$ cat src/design/iqc_pkg.sv
// constants for the global command register and queue configuration sequencer
package iqc_pkg;
    localparam logic [7:0] IQC_GCMD_OFFSET = 8'h00;
    localparam logic [31:0] IQC_GCMD_RESET = 32'h0000_0200;
    localparam logic [31:0] IQC_GCMD_WMASK = 32'hff30_3e01;
    localparam int IQC_RX_CFG_LSB = 28;
    localparam int IQC_TX_CFG_LSB = 24;
    localparam int IQC_CFGQ_BIT = 21;
    localparam int IQC_PERQ_BIT = 20;
    localparam int IQC_POLL_LSB = 10;
    localparam int IQC_MASK_BIT = 9;
    localparam int IQC_AR_BIT = 0;
    localparam int IQC_NUM_QUEUES = 10;
    // queue ids: 0..3 rx ch0..3, 4..7 tx ch0..3, 8 config, 9 peripheral
    localparam logic [3:0] IQC_QID_RX0 = 4'h0;
    localparam logic [3:0] IQC_QID_TX0 = 4'h4;
    localparam logic [3:0] IQC_QID_CFG = 4'h8;
    localparam logic [3:0] IQC_QID_PER = 4'h9;
    typedef enum logic [2:0] {
        IQC_IDLE,
        IQC_SCAN,
        IQC_LOAD,
        IQC_CHAN_WAIT,
        IQC_REPORT
    } iqc_state_type;
endpackage

$ cat src/design/iqc_top.sv
// global command register and interrupt queue configuration sequencer
`timescale 1ns/1ps
`default_nettype none
module iqc_top
    import iqc_pkg::*;
#(
    parameter int ADDR_W = 32,
    parameter int LEN_W = 32
) (
    input wire logic clock,
    input wire logic rstn,
    input wire logic ce,
    input wire logic reg_wr,
    input wire logic reg_rd,
    input wire logic [7:0] reg_addr,
    input wire logic [31:0] reg_wdata,
    output logic [31:0] reg_rdata,
    output logic [3:0] queue_sel,
    input wire logic [ADDR_W-1:0] queue_base,
    input wire logic [LEN_W-1:0] queue_len,
    output logic queue_setup_valid,
    output logic [3:0] queue_setup_id,
    output logic [ADDR_W-1:0] queue_setup_base,
    output logic [LEN_W-1:0] queue_setup_len,
    output logic chan_eval_start,
    input wire logic chan_busy,
    input wire logic chan_fail,
    output logic [3:0] tx_poll_request,
    output logic status_set_ack,
    output logic status_set_fail,
    output logic cfg_vec_valid,
    output logic cfg_vec_fail,
    output logic busy
);

    // alignment test needs two low base bits; lengths wider than a word are not served
    if (ADDR_W < 3 || ADDR_W > 64 || LEN_W < 1 || LEN_W > 32) begin : g_bad_width
        $error("iqc_top: unsupported ADDR_W or LEN_W");
    end

    // lowest pending queue goes first
    function automatic logic [3:0] iqc_first(input logic [IQC_NUM_QUEUES-1:0] v);
        logic [3:0] idx;
        idx = 4'h0;
        for (int i = IQC_NUM_QUEUES - 1; i >= 0; i--) begin
            if (v[i]) begin
                idx = 4'(i);
            end
        end
        return idx;
    endfunction

    iqc_state_type state_r, state_nxt;
    logic [31:0] gcmd_r;
    logic [IQC_NUM_QUEUES-1:0] pend_r;
    logic fail_r;
    logic [31:0] reg_rdata_r;
    logic [3:0] queue_sel_r;
    logic setup_valid_r;
    logic [3:0] setup_id_r;
    logic [ADDR_W-1:0] setup_base_r;
    logic [LEN_W-1:0] setup_len_r;
    logic chan_eval_r;
    logic [3:0] poll_r;
    logic set_ack_r;
    logic set_fail_r;
    logic vec_valid_r;
    logic vec_fail_r;
    logic busy_r;

    // only the command register is decoded; other offsets read zero
    wire hit = (reg_addr == IQC_GCMD_OFFSET);
    wire wr_hit = reg_wr && hit;
    wire idle = (state_r == IQC_IDLE);
    wire ar_write = wr_hit && reg_wdata[IQC_AR_BIT];
    // a request while busy is dropped; its other bits are still stored
    wire start = ar_write && idle;
    // command bits that are not self-clearing keep their written value
    wire [31:0] wr_keep = reg_wdata & IQC_GCMD_WMASK
        & ~(32'h0000_000f << IQC_POLL_LSB) & ~(32'h1 << IQC_AR_BIT);
    // queue order in the mask matches the queue id numbering
    wire [IQC_NUM_QUEUES-1:0] sel_mask = {
        gcmd_r[IQC_PERQ_BIT],
        gcmd_r[IQC_CFGQ_BIT],
        gcmd_r[IQC_TX_CFG_LSB +: 4],
        gcmd_r[IQC_RX_CFG_LSB +: 4]
    };
    // queue bits of the requesting write itself are used, not the stored copy
    wire [IQC_NUM_QUEUES-1:0] start_mask = wr_hit ? {
        reg_wdata[IQC_PERQ_BIT], reg_wdata[IQC_CFGQ_BIT],
        reg_wdata[IQC_TX_CFG_LSB +: 4], reg_wdata[IQC_RX_CFG_LSB +: 4]} : sel_mask;
    wire [3:0] next_q = iqc_first(pend_r);
    wire scan_pick = (state_r == IQC_SCAN) && (pend_r != '0);
    // zero length or a base off a dword boundary cannot hold vectors
    wire setup_bad = (queue_len == '0) || (queue_base[1:0] != 2'b00);
    // action request reads as one until the sequence has reported
    wire [31:0] rd_view = (gcmd_r & ~(32'h1 << IQC_AR_BIT))
        | ({31'h0, busy_r} << IQC_AR_BIT);

    always_comb begin
        state_nxt = state_r;
        unique case (state_r)
            IQC_IDLE: begin
                if (start) begin
                    state_nxt = IQC_SCAN;
                end
            end
            IQC_SCAN: begin
                state_nxt = (pend_r == '0) ? IQC_CHAN_WAIT : IQC_LOAD;
            end
            IQC_LOAD: begin
                state_nxt = IQC_SCAN;
            end
            IQC_CHAN_WAIT: begin
                // channels get the eval pulse before their busy is trusted
                if (!chan_busy && !chan_eval_r) begin
                    state_nxt = IQC_REPORT;
                end
            end
            IQC_REPORT: begin
                state_nxt = IQC_IDLE;
            end
        endcase
    end

    always_ff @(posedge clock or negedge rstn) begin
        if (!rstn) begin
            state_r <= IQC_IDLE;
            gcmd_r <= IQC_GCMD_RESET;
            reg_rdata_r <= 32'h0000_0000;
            poll_r <= 4'h0;
        end else if (ce) begin
            state_r <= state_nxt;
            if (wr_hit) begin
                gcmd_r <= wr_keep;
            end
            poll_r <= wr_hit ? reg_wdata[IQC_POLL_LSB +: 4] : 4'h0;
            reg_rdata_r <= (reg_rd && hit) ? rd_view : 32'h0000_0000;
        end
    end

    // a failure sticks until the next start, so one bad queue fails all
    always_ff @(posedge clock or negedge rstn) begin
        if (!rstn) begin
            pend_r <= '0;
            fail_r <= 1'b0;
            busy_r <= 1'b0;
            chan_eval_r <= 1'b0;
            queue_sel_r <= 4'h0;
        end else if (ce) begin
            chan_eval_r <= start;
            if (start) begin
                pend_r <= start_mask;
                fail_r <= 1'b0;
                busy_r <= 1'b1;
            end else if (scan_pick) begin
                queue_sel_r <= next_q;
                pend_r[next_q] <= 1'b0;
            end else if (state_r == IQC_LOAD && setup_bad) begin
                fail_r <= 1'b1;
            end else if (state_r == IQC_CHAN_WAIT && !chan_busy && chan_fail) begin
                fail_r <= 1'b1;
            end else if (state_r == IQC_REPORT) begin
                busy_r <= 1'b0;
            end
        end
    end

    always_ff @(posedge clock or negedge rstn) begin
        if (!rstn) begin
            setup_valid_r <= 1'b0;
            setup_id_r <= 4'h0;
            setup_base_r <= '0;
            setup_len_r <= '0;
        end else if (ce) begin
            // base and length are taken only once selection has settled
            setup_valid_r <= (state_r == IQC_LOAD);
            if (state_r == IQC_LOAD) begin
                setup_id_r <= queue_sel_r;
                setup_base_r <= queue_base;
                setup_len_r <= queue_len;
            end
        end
    end

    // result pulses come one edge after the report state
    wire report = (state_r == IQC_REPORT);

    // the mask is read at report time, not latched at the request

    always_ff @(posedge clock or negedge rstn) begin
        if (!rstn) begin
            set_ack_r <= 1'b0;
            set_fail_r <= 1'b0;
            vec_valid_r <= 1'b0;
            vec_fail_r <= 1'b0;
        end else if (ce) begin
            set_ack_r <= report && !fail_r;
            set_fail_r <= report && fail_r;
            vec_valid_r <= report && !gcmd_r[IQC_MASK_BIT];
            if (report) begin
                vec_fail_r <= fail_r;
            end
        end
    end

    // every output is a flop; these only rename
    assign reg_rdata = reg_rdata_r;
    assign queue_sel = queue_sel_r;
    assign queue_setup_valid = setup_valid_r;
    assign queue_setup_id = setup_id_r;
    assign queue_setup_base = setup_base_r;
    assign queue_setup_len = setup_len_r;
    assign chan_eval_start = chan_eval_r;
    assign tx_poll_request = poll_r;
    assign status_set_ack = set_ack_r;
    assign status_set_fail = set_fail_r;
    assign cfg_vec_valid = vec_valid_r;
    assign cfg_vec_fail = vec_fail_r;
    assign busy = busy_r;

endmodule
`default_nettype wire

$ cat config.mk
export PLATFORM = sky130hd
export DESIGN_NAME = iqc_top
export DESIGN_NICKNAME = d
export VERILOG_FILES = /design/src/design/iqc_pkg.sv /design/src/design/iqc_top.sv
export SDC_FILE = /design/constraint.sdc
export NUM_CORES = 1
export LEC_CHECK = 0
export BUFFER_PORTS_ARGS = -buffer_cell sky130_fd_sc_hd__buf_2
export CAP_MARGIN = 20
export CORE_MARGIN = 1
export CORE_UTILIZATION = 50
export CTS_BUF_LIST = sky130_fd_sc_hd__clkbuf_16
export DETAILED_ROUTE_END_ITERATION = 6
export PLACE_DENSITY = 0.94
export SYNTH_ARGS = -nofsm -noshare
export SYNTH_HDL_FRONTEND = slang
export SYNTH_SLANG_ARGS = --single-unit
$ cat constraint.sdc
create_clock -name clock -period 4.9 [get_ports clock]
set_input_delay 0 -clock clock [delete_from_list [all_inputs] [get_ports clock]]
set_output_delay 0 -clock clock [all_outputs]
set_load 0.01 [all_outputs]
==> results of run 1 <==
## state kept, by name, summed over array words and instances (netlist names)
name,flops
busy,1
cfg_vec_fail,1
cfg_vec_valid,1
chan_eval_start,1
fail_r,1
gcmd_r,11
pend_r,10
queue_sel,4
queue_setup_base,32
queue_setup_id,4
queue_setup_len,32
queue_setup_valid,1
reg_rdata,12
state_r,3
status_set_ack,1
status_set_fail,1
tx_poll_request,4
## routing by layer
metal | track usage | vias up
met5 | 0 | -
met4 | 0.108 | 0
met3 | 0.0683 | 23
met2 | 0.534 | 192
met1 | 0.304 | 2067
li1 | - | 1868
## report_power, final
| part | internal, mW | switching [mW] |
|---|---|---|
| clock network | 0.644 | 0.465 |
| registers | 1.28 | 0.157 |
| logic | 0.457 | 0.494 |
| total | 2.38 | 1.12 |
## cell usage in the layout (no fill, tap or decap), types with 2 or more instances in the layout
master,n
buf_2,188
dfrtp_1,119
dlygate4sd3_1,84
mux2_1,79
nand2_1,24
conb_1,20
clkbuf_16,17
o21ai_1,13
a22o_1,12
inv_1,11
nor2_1,9
o21ai_0,9
nor4_1,8
o2bb2ai_1,6
clkinvlp_4,5
nand4_1,4
a21oi_1,4
clkinv_2,4
or4_4,3
and3_1,3
nand3_1,3
nor3_1,3
o31ai_1,3
a21o_1,3
clkinv_4,3
buf_4,3
or4_1,2
o41ai_1,2
inv_6,2
## through the flow
| stage | total power, mW | hold slack, ns |
|---|---|---|
| 4_1_cts | 3.49 | 0.0254 |
| 3_3_place_gp | 2.26 | 0.145 |
| 2_1_floorplan | 1.90 | -0.296 |
| 5_1_grt | 3.67 | 0.0566 |
| 6_report | 3.50 | 0.0570 |
| 3_5_place_dp | 2.33 | 0.162 |
## cell type report
class | instances | area, sq um
clock inverter | 15 | 105
fill | 553 | 2130
timing repair buffer | 275 | 1800
sequential | 120 | 3000
clock buffer | 17 | 425
tap | 129 | 161
inverter | 11 | 41.3
multi-input combinational | 226 | 1750
## worst max path at each step
| stage | startpoint | to | slack, ns | cells past startpoint |
|---|---|---|---|---|
| floorplan | pend_r[5] | pend_r[9] | 3.10 | 4 |
| global placement | state_r[2] | queue_setup_base[28] | 2.46 | 4 |
| detailed placement | state_r[2] | queue_setup_base[4] | 2.35 | 4 |
| CTS | state_r[2] | queue_setup_base[19] | 2.33 | 4 |
| global route | state_r[2] | queue_setup_base[4] | 2.13 | 4 |
| finish | state_r[2] | queue_setup_base[4] | 2.32 | 4 |
## kinds of logic after synthesis
kind of cell / after synthesis / synth area share
flip-flops: 120 / 0.606
AO/OA/AOI/OAI: 58 / 0.0808
multiplexers: 79 / 0.180
other: 1 / 0.000757
AND/OR/NAND/NOR: 69 / 0.0768
buffers and inverters: 47 / 0.0558
## tightest hold or removal path: cells and delay by family
kind,cells,cell delay [ns]
AO/OA/AOI/OAI,1,0.10
AND/OR/NAND/NOR,1,0.18
buffers and inverters,1,0.13
==> run_summary.xml, run 1 <==
<?xml version="1.0" encoding="UTF-8"?>
<metrics>
  <group name="yosys">
    <metric name="synth.avg_cell_area" unit="sq um">13.2</metric>
    <metric name="yosysUniqueCellTypes" unit="">41</metric>
    <metric name="synthArstFlopShare" unit="">1.00</metric>
    <metric name="syn_area" unit="sq um">4950</metric>
    <metric name="number_of_enable_type_register_cells_in_the_synthesized_netlist" unit="">0</metric>
    <metric name="post_synthesis_register_bit_count" unit="">120</metric>
    <metric name="synth_sequential_area_ratio" unit="">0.606</metric>
    <metric name="synth_ff_type" unit="">dfrtp_1</metric>
    <metric name="synth_commonest_cells" unit="">dfrtp_1 (119), mux2_1 (79), nand2_1 (24)</metric>
    <metric name="area_share_of_the_largest_cell_type_after_synthesis" unit="">0.601</metric>
    <metric name="yosys-top-cells-area" unit="">dfrtp_1 (60%), mux2_1 (18%), buf_4 (3.3%)</metric>
    <metric name="yosys.cell_count.top_type" unit="">dfrtp_1</metric>
    <metric name="yosysWarningCount" unit="">0</metric>
    <metric name="post_synth_inst_count" unit="">374</metric>
    <metric name="netlist.top_cell.by_area" unit="">dfrtp_1</metric>
  </group>
  <group name="critical_path">
    <metric name="r2r-end" unit="">queue_setup_base[4]</metric>
    <metric name="startpoint_type" unit="">flip-flop</metric>
    <metric name="worstPathArrival" unit="ns">2.85</metric>
    <metric name="critPathTopFamily" unit="">simple AND/OR/NAND/NOR gates</metric>
    <metric name="critical_path.endpoint_type" unit="">flip-flop</metric>
    <metric name="critical_path_required" unit="ns">5.17</metric>
    <metric name="timing.critical_path.slowest_stage_cell" unit="">and3_2</metric>
    <metric name="worstRegToRegCells" unit="">4</metric>
    <metric name="worst-r2r-setup-slack" unit="ns">2.32</metric>
    <metric name="path_cells" unit="">nor2b_1 -&gt; and3_2 -&gt; buf_4 -&gt; mux2_1</metric>
    <metric name="worst-path-buf-inv" unit="">1</metric>
    <metric name="critical_path_peak_fanout" unit="">43</metric>
    <metric name="r2r-start" unit="">state_r[2]</metric>
    <metric name="highest_cell_delay_on_the_worst_timing_path" unit="ns">0.88</metric>
    <metric name="setup_crit_path_kind" unit="">reg2reg</metric>
  </group>
  <group name="clock_network">
    <metric name="postCtsResizedCells" unit="">0</metric>
    <metric name="clock_insertion_delay_worst_skew" unit="ns">0.40</metric>
    <metric name="cts_tree" unit="">yes</metric>
    <metric name="cts.repair_timing.setup_buffer_count" unit="">0</metric>
    <metric name="bufs_on_longest_clock_path" unit="">2</metric>
    <metric name="numCtsBuffers" unit="">17</metric>
    <metric name="cts.sinks" unit="">120</metric>
    <metric name="h-tree-depth" unit="">4</metric>
    <metric name="worst_setup_hold_path_clk_slew" unit="ns">0.06</metric>
    <metric name="root_buffer" unit="">clkbuf_16</metric>
    <metric name="number_of_hold_repair_buffers_added_at_the_cts_stage" unit="">84</metric>
  </group>
  <group name="placement">
    <metric name="placement.io_buffers" unit="">189</metric>
    <metric name="cell_count_post_placement" unit="">677</metric>
    <metric name="placement.cell_area" unit="sq um">5920</metric>
    <metric name="dp_hpwl" unit="um">8480</metric>
    <metric name="place_congestion" unit="">0.867</metric>
    <metric name="post-place-ws" unit="ns">2.35</metric>
  </group>
  <group name="power_and_ir_drop">
    <metric name="worst_ir_drop_vdd" unit="V">0.000363</metric>
    <metric name="leakage_power_figure" unit="nW">3.70</metric>
    <metric name="cellPowerDensity" unit="nW/um^2">480</metric>
  </group>
  <group name="floorplanning">
    <metric name="placeable_area" unit="sq um">9420</metric>
    <metric name="floorplan.die.height" unit="um">102</metric>
    <metric name="die-area" unit="sq um">10300</metric>
    <metric name="die_width" unit="um">102</metric>
    <metric name="num_rows" unit="">35</metric>
    <metric name="start_util" unit="">0.526</metric>
    <metric name="io-pin-count" unit="">226</metric>
  </group>
  <group name="timing">
    <metric name="worst_path_setup_slack_after_routing" unit="ns">2.32</metric>
    <metric name="timing.clock.skew" unit="ns">0.0106</metric>
    <metric name="finalCritPeriodShare" unit="">0.527</metric>
    <metric name="worst_slew_pin_slew" unit="ns">1.01</metric>
    <metric name="timing.fmax" unit="GHz">0.387</metric>
    <metric name="maxSlewViolCount" unit="">0</metric>
    <metric name="final_period_minus_worst_setup_slack" unit="ns">2.58</metric>
    <metric name="final-setup-viol-count" unit="">0</metric>
    <metric name="setup_repair_after_global_routing_missed_its_margin" unit="">false</metric>
    <metric name="fin_setup_tns" unit="ns">0</metric>
    <metric name="finalHoldViolations" unit="">0</metric>
    <metric name="slew_headroom" unit="">0.325</metric>
  </group>
  <group name="layout">
    <metric name="layout-area-overhead-vs-synth" unit="%">47.1</metric>
    <metric name="fin_area" unit="sq um">7290</metric>
    <metric name="num_antenna_cells" unit="">0</metric>
    <metric name="finalNetCount" unit="">762</metric>
    <metric name="finish.cell_count_without_fillers" unit="">793</metric>
    <metric name="layout.core_utilization" unit="">0.774</metric>
    <metric name="ratio_of_cells_with_drive_above_1_in_the_final_layout" unit="">0.349</metric>
  </group>
  <group name="job">
    <metric name="max_cap_violations" unit="">0</metric>
  </group>
  <group name="global_routing">
    <metric name="number_of_antenna_violations_at_the_first_check_in_global_routing" unit="">0</metric>
    <metric name="gr-total-overflow" unit="">0</metric>
    <metric name="grt_use_total" unit="">0.283</metric>
    <metric name="first_global_vias" unit="">4418</metric>
    <metric name="grt_max_degree" unit="">70</metric>
    <metric name="grt_first_pass_wirelength" unit="um">21800</metric>
  </group>
  <group name="detailed_routing">
    <metric name="detailroute.wirelength.met3" unit="um">839</metric>
    <metric name="total_number_of_vias" unit="">4150</metric>
    <metric name="route.detailed.vias_per_inst" unit="">5.23</metric>
    <metric name="maxUsedRoutingLayer" unit="">met4</metric>
    <metric name="firstDrtPassIters" unit="">4</metric>
    <metric name="detailroute.wirelength.met2" unit="um">7680</metric>
    <metric name="drtAntennaViolNets" unit="">0</metric>
    <metric name="drtIter0Drc" unit="">186</metric>
    <metric name="drt_wl_total" unit="um">14000</metric>
    <metric name="post-route-drc-count" unit="">0</metric>
    <metric name="wl_met1" unit="um">5150</metric>
    <metric name="wl_per_cell" unit="um">17.6</metric>
  </group>
  <group name="run_status">
    <metric name="outcome" unit="">finished clean</metric>
  </group>
  <group name="hold_path">
    <metric name="hp-start" unit="">reg_wr</metric>
    <metric name="hold_depth" unit="">3</metric>
    <metric name="min-delay-path-class" unit="">in2reg</metric>
    <metric name="hold_path_end" unit="">tx_poll_request[3]</metric>
  </group>
</metrics>
(Power assumes the default switching activity.)
==> run 2, diff against run 1 <==
--- a/config.mk
+++ b/config.mk
@@ -8,10 +8,10 @@
 export BUFFER_PORTS_ARGS = -buffer_cell sky130_fd_sc_hd__buf_2
 export CAP_MARGIN = 20
 export CORE_MARGIN = 1
-export CORE_UTILIZATION = 50
+export CORE_UTILIZATION = 42
 export CTS_BUF_LIST = sky130_fd_sc_hd__clkbuf_16
 export DETAILED_ROUTE_END_ITERATION = 6
-export PLACE_DENSITY = 0.94
+export PLACE_DENSITY = 0.85
 export SYNTH_ARGS = -nofsm -noshare
 export SYNTH_HDL_FRONTEND = slang
 export SYNTH_SLANG_ARGS = --single-unit
==> constraint.sdc (replaced) <==
create_clock -name clock -period 2.35 [get_ports clock]
set_input_delay 0 -clock clock [delete_from_list [all_inputs] [get_ports clock]]
set_output_delay 0 -clock clock [all_outputs]
set_load 0.01 [all_outputs]
==> run_summary.xml, run 2 (synthesis gave the netlist of run 1 again) <==
<?xml version="1.0" encoding="UTF-8"?>
<metrics>
  <group name="clock_network">
    <metric name="numCtsBuffers" unit="">17</metric>
    <metric name="bufs_on_longest_clock_path" unit="">2</metric>
    <metric name="h-tree-depth" unit="">4</metric>
    <metric name="cts_tree" unit="">yes</metric>
    <metric name="postCtsResizedCells" unit="">0</metric>
    <metric name="cts.sinks" unit="">120</metric>
    <metric name="worst_setup_hold_path_clk_slew" unit="ns">0.05</metric>
    <metric name="root_buffer" unit="">clkbuf_16</metric>
    <metric name="clock_insertion_delay_worst_skew" unit="ns">0.42</metric>
  </group>
  <group name="layout">
    <metric name="ratio_of_cells_with_drive_above_1_in_the_final_layout" unit="">0.344</metric>
    <metric name="layout.core_utilization" unit="">0.645</metric>
    <metric name="mostFrequentLayoutCell" unit="">buf_2</metric>
    <metric name="fin_area" unit="sq um">7400</metric>
    <metric name="layout-area-overhead-vs-synth" unit="%">49.3</metric>
    <metric name="num_antenna_cells" unit="">0</metric>
    <metric name="mostFrequentLayoutCells" unit="">buf_2 (188), dfrtp_1 (119), dlygate4sd3_1 (84)</metric>
    <metric name="finalNetCount" unit="">766</metric>
  </group>
  <group name="timing">
    <metric name="setup_repair_after_global_routing_missed_its_margin" unit="">false</metric>
    <metric name="final-setup-viol-count" unit="">0</metric>
    <metric name="slew_headroom" unit="">0.479</metric>
    <metric name="maxSlewViolCount" unit="">0</metric>
    <metric name="worst_path_setup_slack_after_routing" unit="ns">0.451</metric>
    <metric name="worst_slew_pin_slew" unit="ns">0.781</metric>
    <metric name="timing.clock.skew" unit="ns">0.00858</metric>
    <metric name="finalCritPeriodShare" unit="">0.808</metric>
    <metric name="timing.fmax" unit="GHz">0.527</metric>
    <metric name="final_period_minus_worst_setup_slack" unit="ns">1.90</metric>
    <metric name="finalHoldViolations" unit="">0</metric>
    <metric name="fin_setup_tns" unit="ns">0</metric>
  </group>
  <group name="floorplanning">
    <metric name="floorplan.die.height" unit="um">111</metric>
    <metric name="num_rows" unit="">39</metric>
    <metric name="die_width" unit="um">111</metric>
    <metric name="placeable_area" unit="sq um">11500</metric>
    <metric name="io-pin-count" unit="">226</metric>
    <metric name="die-area" unit="sq um">12200</metric>
    <metric name="start_util" unit="">0.432</metric>
  </group>
  <group name="global_routing">
    <metric name="first_global_vias" unit="">4420</metric>
    <metric name="grt_max_degree" unit="">62</metric>
    <metric name="gr-total-overflow" unit="">0</metric>
    <metric name="grt_first_pass_wirelength" unit="um">21800</metric>
    <metric name="grt_use_total" unit="">0.227</metric>
    <metric name="number_of_antenna_violations_at_the_first_check_in_global_routing" unit="">0</metric>
  </group>
  <group name="run_status">
    <metric name="outcome" unit="">finished clean</metric>
  </group>
  <group name="critical_path">
    <metric name="path_cells" unit="">or4_4 -&gt; or4_4 -&gt; o21ai_1 -&gt; o21ai_1</metric>
    <metric name="critical_path_required" unit="ns">2.64</metric>
    <metric name="highest_cell_delay_on_the_worst_timing_path" unit="ns">0.57</metric>
    <metric name="worstPathArrival" unit="ns">2.19</metric>
    <metric name="startpoint_type" unit="">flip-flop</metric>
    <metric name="critical_path_peak_fanout" unit="">6</metric>
    <metric name="setup_crit_path_kind" unit="">reg2reg</metric>
    <metric name="timing.critical_path.slowest_stage_cell" unit="">or4_4</metric>
    <metric name="critical_path.endpoint_type" unit="">flip-flop</metric>
  </group>
  <group name="detailed_routing">
    <metric name="drtAntennaViolNets" unit="">0</metric>
    <metric name="firstDrtPassIters" unit="">4</metric>
    <metric name="post-route-drc-count" unit="">0</metric>
    <metric name="wl_per_cell" unit="um">16.2</metric>
    <metric name="total_number_of_vias" unit="">4071</metric>
    <metric name="drtIter0Drc" unit="">197</metric>
    <metric name="route.detailed.vias_per_inst" unit="">5.02</metric>
    <metric name="drt_wl_total" unit="um">13200</metric>
  </group>
  <group name="hold_path">
    <metric name="min-delay-path-class" unit="">in2reg</metric>
  </group>
  <group name="placement">
    <metric name="post-place-ws" unit="ns">0.474</metric>
    <metric name="dp_hpwl" unit="um">8140</metric>
    <metric name="placement.cell_area" unit="sq um">5990</metric>
    <metric name="place_congestion" unit="">0.860</metric>
    <metric name="placement.io_buffers" unit="">189</metric>
  </group>
  <group name="power_and_ir_drop">
    <metric name="worst_ir_drop_vdd" unit="V">0.000682</metric>
    <metric name="cellPowerDensity" unit="nW/um^2">1010</metric>
    <metric name="leakage_power_figure" unit="nW">3.77</metric>
  </group>
  <group name="job">
    <metric name="max_cap_violations" unit="">0</metric>
  </group>
</metrics>
-- run 2: cell count changes in the layout (fill, tap and decap cells not counted), sizes merged --
cell / previous run / this run
inv: 13 / 14
clkinvlp: 5 / 1
buf: 191 / 195
bufinv: 0 / 3
-- run 2: report_power, final --
group / total, mW / internal, mW / leakage, nW / switching [mW]
Clock: 2.50 / 1.63 / 0.290 / 0.872
Combinational: 1.98 / 0.971 / 1.94 / 1.01
Sequential: 2.99 / 2.68 / 1.54 / 0.309
Total: 7.46 / 5.28 / 3.77 / 2.19
-- run 2: what timing repair did --
action / in CTS / in global routing
setup buffers: 0 / 0
hold endpoints to repair: 150 / 0
hold buffers: 84 / 0
setup endpoints to repair: 0 / 0
-- run 2: area by class of cell --
| cell class | instances | area [sq um] |
|---|---|---|
| inverters | 11 | 41.3 |
| well taps | 143 | 179 |
| flip-flops and latches | 120 | 3000 |
| clock buffers | 17 | 425 |
| fillers | 818 | 4070 |
| clock inverters | 15 | 144 |
| repair buffers | 279 | 1860 |
| multi-input cells | 226 | 1750 |
-- run 2: worst max-delay path, delay by kind of cell (launching register included) --
family          cells  cell delay, ns
flops               1            0.43
simple gates        2            1.13
compound gates      2            0.22
-- run 2: path summary, 6_finish.rpt --
kind,start,to,slack [ns],cells past startpoint
setup reg to reg,pend_r[5],pend_r[8],0.45,4
max in group asynchronous,rstn,queue_setup_base[30],1.41,3
hold / removal,reg_wr,tx_poll_request[3],0.05,3
min in group asynchronous,rstn,queue_setup_id[0],0.22,2
hold reg to reg,fail_r,status_set_ack,0.47,1
setup / recovery,pend_r[5],pend_r[8],0.45,4
-- run 2: per-layer routing --
metal	wire length, um	global-route usage
met1	5030	0.245
met2	6940	0.397
met3	796	0.0692
met4	400	0.122
met5	0	0
-- run 2: through the flow --
| step | hold slack (ns) | total power [mW] | cells |
|---|---|---|---|
| 3_5_place_dp | 0.128 | 4.85 | 695 |
| 2_1_floorplan | -0.296 | 3.95 | 393 |
| 4_1_cts | 0.0307 | 7.48 | 811 |
| 5_1_grt | 0.0530 | 7.83 | 811 |
| 3_3_place_gp | 0.116 | 4.74 | 695 |
| 6_report | 0.0457 | 7.46 | 811 |
